`src/pkg/ssops_pkg.sv`:
```
// ssops_pkg: operation codes, flag reset values and field widths for the subtract/sleep unit.
// assumes the instruction decoder presents one operation per clock with operands already fetched.
package ssops_pkg;
   localparam int DATA_W     = 8;
   localparam int FADDR_W    = 7;
   localparam int NIB_W      = 4;
   localparam int WDT_W      = 8;
   localparam int WDT_PRE_W  = 8;

   localparam logic [DATA_W-1:0]    ACC_RST      = 8'h00;
   localparam logic [WDT_W-1:0]     WDT_CLEAR    = 8'h00;
   localparam logic [WDT_PRE_W-1:0] PRE_CLEAR    = 8'h00;
   localparam logic                 CARRY_RST    = 1'b0;
   localparam logic                 NIBBLE_RST   = 1'b0;
   localparam logic                 ZERO_RST     = 1'b0;
   localparam logic                 PWRDN_N_RST  = 1'b1;
   localparam logic                 EXPIRY_N_RST = 1'b1;
   localparam logic                 DEST_ACC     = 1'b0;

   typedef enum logic [2:0] {
      SSOPS_NOP,
      SSOPS_LIT_SUB,
      SSOPS_FILE_SUB,
      SSOPS_FILE_SUB_BORROW,
      SSOPS_SLEEP
   } ssops_op_type;

   typedef enum {
      SSOPS_RUN,
      SSOPS_ASLEEP
   } ssops_state_type;
endpackage

```
`src/pkg/ssops_alu_if.sv`:
```
// ssops_alu_if: operands and results passed between the core control and the subtractor.
// assumes both ends sit on the same clock; the subtractor is purely combinational.
interface ssops_alu_if;
   import ssops_pkg::*;
   logic [DATA_W-1:0] minuend;
   logic [DATA_W-1:0] subtrahend;
   logic              borrow_in;
   logic [DATA_W-1:0] result;
   logic              carry;
   logic              nibble_carry;
   logic              zero;

   modport ctrl (output minuend, output subtrahend, output borrow_in,
                 input result, input carry, input nibble_carry, input zero);
   modport alu  (input minuend, input subtrahend, input borrow_in,
                 output result, output carry, output nibble_carry, output zero);
endinterface

```
`src/verilog/ssops_core.sv`:
```
// ssops_core: subtract instructions and the sleep instruction of an 8-bit core.
// assumes the decoder supplies the op, the file operand already read, and takes file writes back.
//
// What this block does
// RQ1: literal subtract writes literal minus accumulator into the accumulator.
// RQ2: literal subtract: carry clears when accumulator is larger, nibble carry when its low nibble is larger.
// RQ3: sleep clears watchdog counter and its prescaler.
// RQ4: sleep drives power-down flag low and time-out flag high (both active low).
// RQ5: on the edge that updates the flags, sleep halts the oscillator and enters low power.
// RQ6: file subtract: file minus accumulator, destination bit picks accumulator or file.
// RQ7: file subtract updates carry, nibble carry on comparisons, and zero.
// RQ8: subtract with borrow also removes inverted carry; destination and flags as above.
// RQ9: every subtract sets zero when the 8-bit result is zero.
module ssops_core
   import ssops_pkg::*;
(
   input  wire logic                 CLK_I,
   input  wire logic                 RESET_I,
   input  wire logic                 OP_VALID_I,
   input  wire ssops_op_type         OP_I,
   input  wire logic [DATA_W-1:0]    LITERAL_I,
   input  wire logic [FADDR_W-1:0]   FILE_ADDR_I,
   input  wire logic [DATA_W-1:0]    FILE_DATA_I,
   input  wire logic                 DEST_I,
   input  wire logic                 WAKE_I,
   input  wire logic                 WDT_TICK_I,
   output logic [DATA_W-1:0]         ACC_O,
   output logic                      CARRY_O,
   output logic                      NIBBLE_CARRY_O,
   output logic                      ZERO_O,
   output logic                      FILE_WE_O,
   output logic [FADDR_W-1:0]        FILE_WADDR_O,
   output logic [DATA_W-1:0]         FILE_WDATA_O,
   output logic [WDT_W-1:0]          WATCHDOG_COUNTER_O,
   output logic [WDT_PRE_W-1:0]      WDT_PRESCALER_O,
   output logic                      POWER_DOWN_FLAG_N_O,
   output logic                      WATCHDOG_EXPIRY_FLAG_N_O,
   output logic                      OSC_RUN_O,
   output logic                      ASLEEP_O
);
   ssops_alu_if alu_bus ();

   ssops_sub u_sub (
      .bus (alu_bus.alu)
   );

   logic [DATA_W-1:0]    acc_q;
   logic                 carry_q;
   logic                 nib_q;
   logic                 zero_q;
   logic                 fwe_q;
   logic [FADDR_W-1:0]   fwaddr_q;
   logic [DATA_W-1:0]    fwdata_q;
   logic [WDT_W-1:0]     wdt_q;
   logic [WDT_PRE_W-1:0] pre_q;
   logic                 pwrdn_n_q;
   logic                 expiry_n_q;
   logic                 osc_run_q;
   logic                 asleep_q;
   ssops_state_type      state_q;
   ssops_state_type      state_d;
   logic [DATA_W-1:0]    acc_d;
   logic                 carry_d;
   logic                 nib_d;
   logic                 zero_d;
   logic [FADDR_W-1:0]   fwaddr_d;
   logic [DATA_W-1:0]    fwdata_d;
   logic [WDT_W-1:0]     wdt_d;
   logic [WDT_PRE_W-1:0] pre_d;
   logic                 pwrdn_n_d;
   logic                 expiry_n_d;

   // both file forms share operand routing and destination handling
   function automatic logic ssops_file_form(input ssops_op_type op);
      return (op == SSOPS_FILE_SUB) || (op == SSOPS_FILE_SUB_BORROW);
   endfunction

   wire running    = (state_q == SSOPS_RUN);
   wire do_op      = running & OP_VALID_I;
   wire is_lit     = do_op & (OP_I == SSOPS_LIT_SUB);
   wire is_fkind   = do_op & ssops_file_form(OP_I);
   wire is_borrow  = do_op & (OP_I == SSOPS_FILE_SUB_BORROW);
   wire is_sleep   = do_op & (OP_I == SSOPS_SLEEP);
   wire is_sub     = is_lit | is_fkind;
   wire to_acc     = is_lit | (is_fkind & (DEST_I == DEST_ACC)); // RQ6 RQ8
   wire to_file    = is_fkind & (DEST_I != DEST_ACC);              // RQ6 RQ8
   wire pre_wrap   = (pre_q == {WDT_PRE_W{1'b1}});

   // operand order: minuend is literal or file, subtrahend is always the accumulator
   assign alu_bus.minuend    = is_lit ? LITERAL_I : FILE_DATA_I; // RQ1 RQ6
   assign alu_bus.subtrahend = acc_q;
   // borrow reads the registered carry, so chained borrow ops see the previous result
   assign alu_bus.borrow_in  = is_borrow & ~carry_q;             // RQ8

   // next values are chosen here; the clocked blocks below only load them
   assign acc_d    = to_acc ? alu_bus.result : acc_q;            // RQ1 RQ6 RQ8
   assign carry_d  = is_sub ? alu_bus.carry : carry_q;           // RQ2 RQ7 RQ8
   assign nib_d    = is_sub ? alu_bus.nibble_carry : nib_q;      // RQ2 RQ7 RQ8
   assign zero_d   = is_sub ? alu_bus.zero : zero_q;             // RQ9
   assign fwaddr_d = to_file ? FILE_ADDR_I : fwaddr_q;           // RQ6 RQ8
   assign fwdata_d = to_file ? alu_bus.result : fwdata_q;        // RQ6 RQ8

   // the prescaler carries into the counter only on the tick that wraps it
   wire [WDT_PRE_W-1:0] pre_inc  = pre_q + 8'h01;
   wire [WDT_W-1:0]     wdt_inc  = wdt_q + 8'h01;
   wire                 wdt_step = WDT_TICK_I & pre_wrap;
   assign pre_d = is_sleep ? PRE_CLEAR : (WDT_TICK_I ? pre_inc : pre_q); // RQ3
   assign wdt_d = is_sleep ? WDT_CLEAR : (wdt_step ? wdt_inc : wdt_q);   // RQ3

   // both status flags are active low; only a reset brings power-down back high
   assign pwrdn_n_d  = is_sleep ? 1'b0 : pwrdn_n_q;  // RQ4
   assign expiry_n_d = is_sleep ? 1'b1 : expiry_n_q; // RQ4

   always_ff @(posedge CLK_I) begin
      if (RESET_I) begin
         acc_q <= ACC_RST;
      end else begin
         acc_q <= acc_d;
      end
   end

   always_ff @(posedge CLK_I) begin
      if (RESET_I) begin
         carry_q <= CARRY_RST;
         nib_q   <= NIBBLE_RST;
         zero_q  <= ZERO_RST;
      end else begin
         carry_q <= carry_d;
         nib_q   <= nib_d;
         zero_q  <= zero_d;
      end
   end

   // file write is a one-cycle strobe the decoder commits to the register file
   always_ff @(posedge CLK_I) begin
      if (RESET_I) begin
         fwe_q    <= 1'b0;
         fwaddr_q <= {FADDR_W{1'b0}};
         fwdata_q <= ACC_RST;
      end else begin
         fwe_q    <= to_file; // RQ6 RQ8
         fwaddr_q <= fwaddr_d;
         fwdata_q <= fwdata_d;
      end
   end

   // watchdog keeps ticking in sleep; only sleep entry or reset clears it
   always_ff @(posedge CLK_I) begin
      if (RESET_I) begin
         wdt_q <= WDT_CLEAR;
         pre_q <= PRE_CLEAR;
      end else begin
         wdt_q <= wdt_d;
         pre_q <= pre_d;
      end
   end

   always_ff @(posedge CLK_I) begin
      if (RESET_I) begin
         pwrdn_n_q  <= PWRDN_N_RST;
         expiry_n_q <= EXPIRY_N_RST;
      end else begin
         pwrdn_n_q  <= pwrdn_n_d;
         expiry_n_q <= expiry_n_d;
      end
   end

   always_comb begin
      state_d = state_q;
      case (state_q)
         SSOPS_RUN: begin
            if (is_sleep) begin
               state_d = SSOPS_ASLEEP; // RQ5
            end
         end
         SSOPS_ASLEEP: begin
            if (WAKE_I) begin
               state_d = SSOPS_RUN;
            end
         end
         default: begin
            state_d = SSOPS_RUN;
         end
      endcase
   end

   wire asleep_d = (state_d == SSOPS_ASLEEP);

   always_ff @(posedge CLK_I) begin
      if (RESET_I) begin
         state_q <= SSOPS_RUN;
      end else begin
         state_q <= state_d;
      end
   end

   // flags land on the same edge as the state change, which is also the edge that drops the oscillator run
   always_ff @(posedge CLK_I) begin
      if (RESET_I) begin
         osc_run_q <= 1'b1;
         asleep_q  <= 1'b0;
      end else begin
         osc_run_q <= ~asleep_d; // RQ5
         asleep_q  <= asleep_d;
      end
   end

   // every port comes straight from a register
   assign ACC_O                    = acc_q;
   assign CARRY_O                  = carry_q;
   assign NIBBLE_CARRY_O           = nib_q;
   assign ZERO_O                   = zero_q;
   assign FILE_WE_O                = fwe_q;
   assign FILE_WADDR_O             = fwaddr_q;
   assign FILE_WDATA_O             = fwdata_q;
   assign WATCHDOG_COUNTER_O       = wdt_q;
   assign WDT_PRESCALER_O          = pre_q;
   assign POWER_DOWN_FLAG_N_O      = pwrdn_n_q;
   assign WATCHDOG_EXPIRY_FLAG_N_O = expiry_n_q;
   assign OSC_RUN_O                = osc_run_q;
   assign ASLEEP_O                 = asleep_q;
endmodule // ssops_core

```
`src/verilog/ssops_sub.sv`:
```
// ssops_sub: 8-bit two's complement subtractor with borrow in, carry, nibble carry and zero out.
// assumes borrow_in is 1 when a borrow is pending (inverted carry); 0 for plain subtract.
module ssops_sub
   import ssops_pkg::*;
(
   ssops_alu_if.alu bus
);
   // add with inverted subtrahend: carry out high means no borrow
   wire [DATA_W:0]  full_sum;
   wire [NIB_W:0]   nib_sum;
   wire             cin;

   assign cin      = ~bus.borrow_in;
   assign full_sum = {1'b0, bus.minuend} + {1'b0, ~bus.subtrahend} + {{DATA_W{1'b0}}, cin};
   assign nib_sum  = {1'b0, bus.minuend[NIB_W-1:0]} + {1'b0, ~bus.subtrahend[NIB_W-1:0]}
                   + {{NIB_W{1'b0}}, cin};

   assign bus.result       = full_sum[DATA_W-1:0];
   assign bus.carry        = full_sum[DATA_W];   // RQ2 RQ7
   assign bus.nibble_carry = nib_sum[NIB_W];     // RQ2 RQ7
   assign bus.zero         = (full_sum[DATA_W-1:0] == 8'h00); // RQ9
endmodule // ssops_sub

```
`config.mk`:
```
export PLATFORM = sky130hd
export DESIGN_NAME = ssops_core
export DESIGN_NICKNAME = d
export VERILOG_FILES = /design/src/pkg/ssops_pkg.sv /design/src/pkg/ssops_alu_if.sv /design/src/verilog/ssops_core.sv /design/src/verilog/ssops_sub.sv
export SDC_FILE = /design/constraint.sdc
export NUM_CORES = 1
export LEC_CHECK = 0
export ABC_AREA = 1
export BUFFER_PORTS_ARGS = -buffer_cell sky130_fd_sc_hd__clkbuf_2
export CELL_PAD_IN_SITES_DETAIL_PLACEMENT = 0
export CELL_PAD_IN_SITES_GLOBAL_PLACEMENT = 1
export CORE_ASPECT_RATIO = 1.4
export CORE_MARGIN = 5
export CORE_UTILIZATION = 30
export DETAILED_ROUTE_END_ITERATION = 8
export GPL_ROUTABILITY_DRIVEN = 0
export GPL_TIMING_DRIVEN = 0
export PLACE_DENSITY = 0.75
export RECOVER_POWER = 50
export REMOVE_ABC_BUFFERS = 1
export SLEW_MARGIN = 40
export SYNTH_ARGS = -nofsm -noshare
export SYNTH_HDL_FRONTEND = slang
export SYNTH_HIERARCHICAL = 1
export SYNTH_SLANG_ARGS = --single-unit
```
`constraint.sdc`:
```
create_clock -name CLK_I -period 7.2 [get_ports CLK_I]
set_input_delay 0.72 -clock CLK_I [delete_from_list [all_inputs] [get_ports CLK_I]]
set_output_delay 0.72 -clock CLK_I [all_outputs]
set_load 0.01 [all_outputs]
```
# After elaboration in Yosys (flattened, before gate mapping)
# Cells that the tools add are included.
# totals
out_inout_bits	47
word_cells	52
ff_bits	78
in_bits	32
# op_classes
n_addsub	6
bitwise	17
n_mux	4
reduce_logical	5
n_eq_ne	7
# op_table
operator	n
32-bit zero test	2
32-bit 2-to-1 mux	2
32-bit case mux with 2 select lines	1
32-bit by 1-bit == test with 1-bit output (second input constant)	1
32-bit by 2-bit == test with 1-bit output (second input constant)	1
8-bit by 1-bit adder with 8-bit output (second input constant)	2
8-bit by 8-bit adder with 9-bit output	1
9-bit by 1-bit adder with 9-bit output	1
1-bit AND	9
8-bit == test (second input constant)	1
8-bit zero test	1
8-bit 2-to-1 mux	1
8-bit NOT	1
3-bit by 2-bit == test with 1-bit output (second input constant)	2
4-bit by 4-bit adder with 5-bit output	1
5-bit by 1-bit adder with 5-bit output	1
1-bit NOT	4
4-bit NOT	1
3-bit by 1-bit == test with 1-bit output (second input constant)	1
3-bit == test (second input constant)	1
1-bit OR	2
2-bit OR reduction	1
1-bit logical OR	1

# Logic depth before layout (Yosys ltp)
# depth
depth_word	7
ltp_mapped	23

# Modules after synthesis
# Netlist, hierarchy kept.
# by_module_without_submodules
module	cells_each	seq_area_each_um2	area_each_um2	n_inst
ssops_core	332	1561.5	2785.2	1
ssops_sub	98	0.0	501.7	1

# Least setup slack after synthesis
# No wires, ideal clock.
# synth_timing
path_kind	input to register
startpoint	input port OP_I[0]
endpoint	register zero_q, in the netlist ZERO_O
required_ps	7136
path_stages	19
setup_time_ps	64
arrival_ps	3128
slack_ps	4009
cell_sequence	inv_1 nor3_1 nand3_1 clkbuf_1 o21ai_0 inv_1 fa_1 fa_1 inv_1 nand2_1 nand2_1 nand3_1 nand2_1 nand2_1 nand2_1 nand2_1 nor2_1 nor2_1 nor2_1
# synth_via
elab_chain_len	6
word_cells_on_any_way	14
classes_between	2 x add/sub; 3 x eq/ne; 1 x mux; 6 x bitwise; 2 x reduce/logical
# synth_rtl
item	line_no	rtl
start: declaration	ssops_core.sv:20	input wire ssops_op_type OP_I,
3-bit by 1-bit == test with 1-bit output	ssops_core.sv:80	wire is_lit = do_op & (OP_I == SSOPS_LIT_SUB);
1-bit AND	ssops_core.sv:80	
8-bit 2-to-1 mux	ssops_core.sv:90	assign alu_bus.minuend = is_lit ? LITERAL_I : FILE_DATA_I;
via alu_bus.minuend[0]	ssops_alu_if.sv:5	logic [DATA_W-1:0] minuend;
8-bit by 8-bit adder with 9-bit output	ssops_sub.sv:14	assign full_sum = {1'b0, bus.minuend} + {1'b0, ~bus.subtrahend} + {{DATA_W{1'b0}}, cin};
9-bit by 1-bit adder with 9-bit output	ssops_sub.sv:14	
8-bit zero test	ssops_sub.sv:21	assign bus.zero = (full_sum[DATA_W-1:0] == 8'h00);
via alu_bus.zero	ssops_alu_if.sv:11	logic zero;
end signal: assignment	ssops_core.sv:130	zero_q <= zero_d;
end: declaration	ssops_core.sv:50	logic zero_q;
# The timed path passes the listed nets, and every way through them passes these cells.
# A chain may end at the register's enable or synchronous reset.

# Worst setup path after layout
# layout_timing
startpoint	register state_q[25]
endpoint	register zero_q, in the netlist ZERO_O
# layout_via
elab_chain_len	7
word_cells_on_any_way	12
classes_between	2 x add/sub; 1 x mux; 7 x bitwise; 2 x reduce/logical
# layout_rtl
item	line_no	rtl
start: declaration	ssops_core.sv:60	ssops_state_type state_q;
start signal: assignment	ssops_core.sv:193	state_q <= state_d;
32-bit zero test	ssops_core.sv:78	wire running = (state_q == SSOPS_RUN);
1-bit AND	ssops_core.sv:79	wire do_op = running & OP_VALID_I;
1-bit AND	ssops_core.sv:80	
8-bit 2-to-1 mux	ssops_core.sv:90	
via alu_bus.minuend[0]	ssops_alu_if.sv:5	
8-bit by 8-bit adder with 9-bit output	ssops_sub.sv:14	
9-bit by 1-bit adder with 9-bit output	ssops_sub.sv:14	
8-bit zero test	ssops_sub.sv:21	
via alu_bus.zero	ssops_alu_if.sv:11	
# The timed path passes the listed nets, and every way through them passes these cells.

==> flow_metrics.tcl <==
set metrics [dict create \
    status "finished clean" \
    dpl.hpwl_um 5726 \
    drt_iter0_drc 102 \
    cts_resized 0 \
    initial_core_util_pct 30.41 \
    syn_inst 430 \
    hold_path_class "register to register" \
    ys_types 28 \
    clockBufferDepth 2 \
    post_cts_buffers 0 \
    final_area_sq_um 4149 \
    fp.dieArea_sq_um 13180 \
    powerDensity_nw_per_um2 231.0 \
    worstPathArrival_ns 4.12 \
    core-area_sq_um 10810 \
    grt_use_total_pct 11.76 \
    cp-endpoint "ZERO_O$_SDFFE_PP0P_" \
    via_per_inst 4.256 \
    syn_area_sq_um 3287 \
    maxSlewViolCount 0 \
    relSlewSlack_pct 51.51 \
    grt_max_degree 26 \
    std_cell_rows 45 \
    rsz0062_at_grt "false" \
    ys_seq_area_share_pct 47.51 \
    postRouteAntennaNets 0 \
    vias 2894 \
    worstHoldStart "FILE_WDATA_O[5]$_SDFFE_PP0P_" \
    grt_pass1_vias 2722 \
    rr_worst_depth 21 \
    cp_max_fo 25 \
    cts_buffers 9 \
    drive_above_1_share_pct 10.20 \
    ys_ff_latch 78 \
    path_class "register to register" \
    cts.sinks 78 \
    fmax_ghz 0.2597 \
    io_buffers 77 \
    grt_antenna_before_repair 0 \
    postSynthAreaPerCell_sq_um 7.644 \
    clk_latency_ns 0.33 \
    fin_crit_ns 3.851 \
    rr_startpoint "state_q[25]$_SDFF_PP0_" \
    routed_wirelength_um 7565 \
    setup-violations-final 0 \
    synth-warning-count 6 \
    ir_worst_vdd_v 0.0001223 \
    worst-r2r-setup-slack_ns 3.35 \
    crit_path_end_kind "register" \
    fin_tns_setup_ns 0 \
    final_hold_viol_count 0 \
    wl_per_cell_um 11.13 \
    hold_buffers 0 \
    fp.dieW_um 98.47 \
    placement.cell_area_sq_um 3897 \
    cp-startpoint "state_q[25]$_SDFF_PP0_" \
    dp.cells 664 \
    ios 79 \
    syn_to_final_growth_pct 26.23 \
    diodes 0 \
    drc 0 \
    worst_pin_slew_ns 0.7265 \
    layout.nets 577 \
    crit_required_ns 7.47 \
    r2r-end "ZERO_O$_SDFFE_PP0P_" \
    grt_pass1_wl_um 12630 \
    layout_worst_path_cycle_share_pct 53.49 \
    root_buffer "clkbuf_16" \
    first_pass_iters 4 \
    tritoncts "yes" \
    stdcell_count 680 \
    p_leak_nw 1.861 \
    cp-start-kind "register" \
    cts-htree-levels 3 \
    hold-worst-slack_ns 0.4636 \
    die_h_um 133.9 \
    fin_skew_ns 0.008074 \
    cap_violations 0 \
    clk_pin_slew_ns 0.06 \
    grt_remaining_overflow 0 \
]
==> cells in the final DEF, fill, tap and decap left out, types with 2 or more instances in the layout <==
cell       count
ha_1           9
nand4_2        2
dfxtp_1       78
nor3_1         4
fa_1           2
clkbuf_2      31
xor2_1         6
clkinv_2       2
clkbuf_16      9
a21oi_1       26
xnor2_1        8
nand4_1       20
nand3b_1       2
conb_1        32
clkbuf_1      46
nand3_1       22
clkbuf_8       2
o21ai_0        8
mux2i_1        2
inv_1         56
nand2_1      104
nand2_2        2
nor2_1        56
==> cells by family (layout without fill, tap and decap cells) <==
| kind of cell | Yosys count | in the layout | share of synthesized area (%) |
|---|---|---|---|
| compound gates | 35 | 35 | 5.672 |
| xor+xnor | 14 | 14 | 3.731 |
| fa+ha+maj | 11 | 11 | 4.644 |
| buf+inv | 70 | 149 | 8.565 |
| flops | 78 | 78 | 47.51 |
| mux | 2 | 2 | 0.6091 |
| other cells | 2 | 32 | 0.2285 |
| simple gates | 218 | 218 | 29.04 |
==> where the power goes <==
| part | switching [mW] | total [mW] | internal, mW |
|---|---|---|---|
| clock network | 0.171 | 0.458 | 0.287 |
| registers | 0.00391 | 0.446 | 0.442 |
| logic | 0.0342 | 0.0540 | 0.0198 |
==> layer usage <==
metal / share of wire [%] / vias to the layer above / routed length [um] / GRT usage, %
met5: 0 / - / 0 / 0
met4: 2.7 / 0 / 206 / 5.619
met3: 5.5 / 14 / 415 / 2.653
met2: 48 / 58 / 3628 / 19.83
met1: 44 / 1288 / 3314 / 14.08
li1: - / 1534 / - / -
==> through the flow <==
| step | power, mW | util (%) | worst slack, ns |
|---|---|---|---|
| after floorplan | 0.4870 | - | 3.791 |
| after global placement | 0.5086 | 35.98 | 2.919 |
| after detailed placement | 0.5100 | 36.05 | 3.249 |
| after CTS | 0.9692 | 38.91 | 3.272 |
| after global routing | 0.9962 | 38.38 | 2.817 |
| final | 0.9583 | 38.38 | 3.349 |
==> final cells by class <==
class                           instances  area, sq um
Fill cell                            1175         6661
Multi-Input combinational cell        312         1564
Sequential cell                        78         1562
Timing Repair Buffer                   77        327.8
Clock buffer                           11        252.7
Inverter                               56        210.2
Tap cell                              141        176.4
Clock inverter                          5        56.30
==> sequential cells by signal (all words and copies together) (netlist names) <==
name / count
WDT_PRESCALER_O: 8
FILE_WADDR_O: 7
WATCHDOG_COUNTER_O: 8
ASLEEP_O: 1
FILE_WE_O: 1
POWER_DOWN_FLAG_N_O: 1
CARRY_O: 1
NIBBLE_CARRY_O: 1
FILE_WDATA_O: 8
ZERO_O: 1
state_q: 32
ACC_O: 8
OSC_RUN_O: 1
==> worst min path at each step <==
stage	end	cells past startpoint
final	FILE_WDATA_O[5]$_SDFFE_PP0P_	2
after global routing	FILE_WDATA_O[5]$_SDFFE_PP0P_	2
after CTS	FILE_WDATA_O[5]$_SDFFE_PP0P_	2
after detailed placement	FILE_WADDR_O[2]$_SDFFE_PP0P_	2
after global placement	FILE_WADDR_O[1]$_SDFFE_PP0P_	2
after floorplan	POWER_DOWN_FLAG_N_O$_SDFFE_PP1P_	2
==> synth_stat cells <==
master    number  area share, %
clkbuf_1       6           0.69
ha_1           9            3.4
nand3b_1       2           0.46
buf_4          2           0.46
nand3_1       23            3.5
nor2_1        57            6.5
nor3b_4        1           0.57
buf_6          1           0.34
nand2_1      104             12
nor4_1         1           0.19
a21oi_1       26            4.0
a21oi_4        1           0.49
o21ai_0        8            1.2
fa_1           2            1.2
and3_1         1           0.19
buf_1          2           0.23
mux2i_1        2           0.61
conb_1         2           0.23
dfxtp_1       78             48
nor3_1         4           0.61
nand4_1       20            3.8
nand4_2        2           0.76
nand2_2        2           0.38
xnor2_1        8            2.1
buf_2          3           0.46
xor2_1         6            1.6
or2_1          1           0.19
inv_1         56            6.4
==> critical path: stages (launching register included) <==
cell     delay [ns]
dfxtp_1        0.30
nor2_1         0.09
nand2_1        0.06
nor2_1         0.15
nand2_1        0.12
nor2_1         0.27
nand3_2        0.47
o21ai_0        0.39
inv_1          0.11
fa_1           0.48
fa_1           0.45
inv_1          0.10
nand2_1        0.06
nand2_1        0.08
nand3_1        0.09
nand2_1        0.07
nand2_1        0.06
nand2_1        0.08
nand2_1        0.05
nor2_1         0.13
nor2_1         0.06
nor2_1         0.09
No activity file was read; power rests on OpenSTA's default activity.
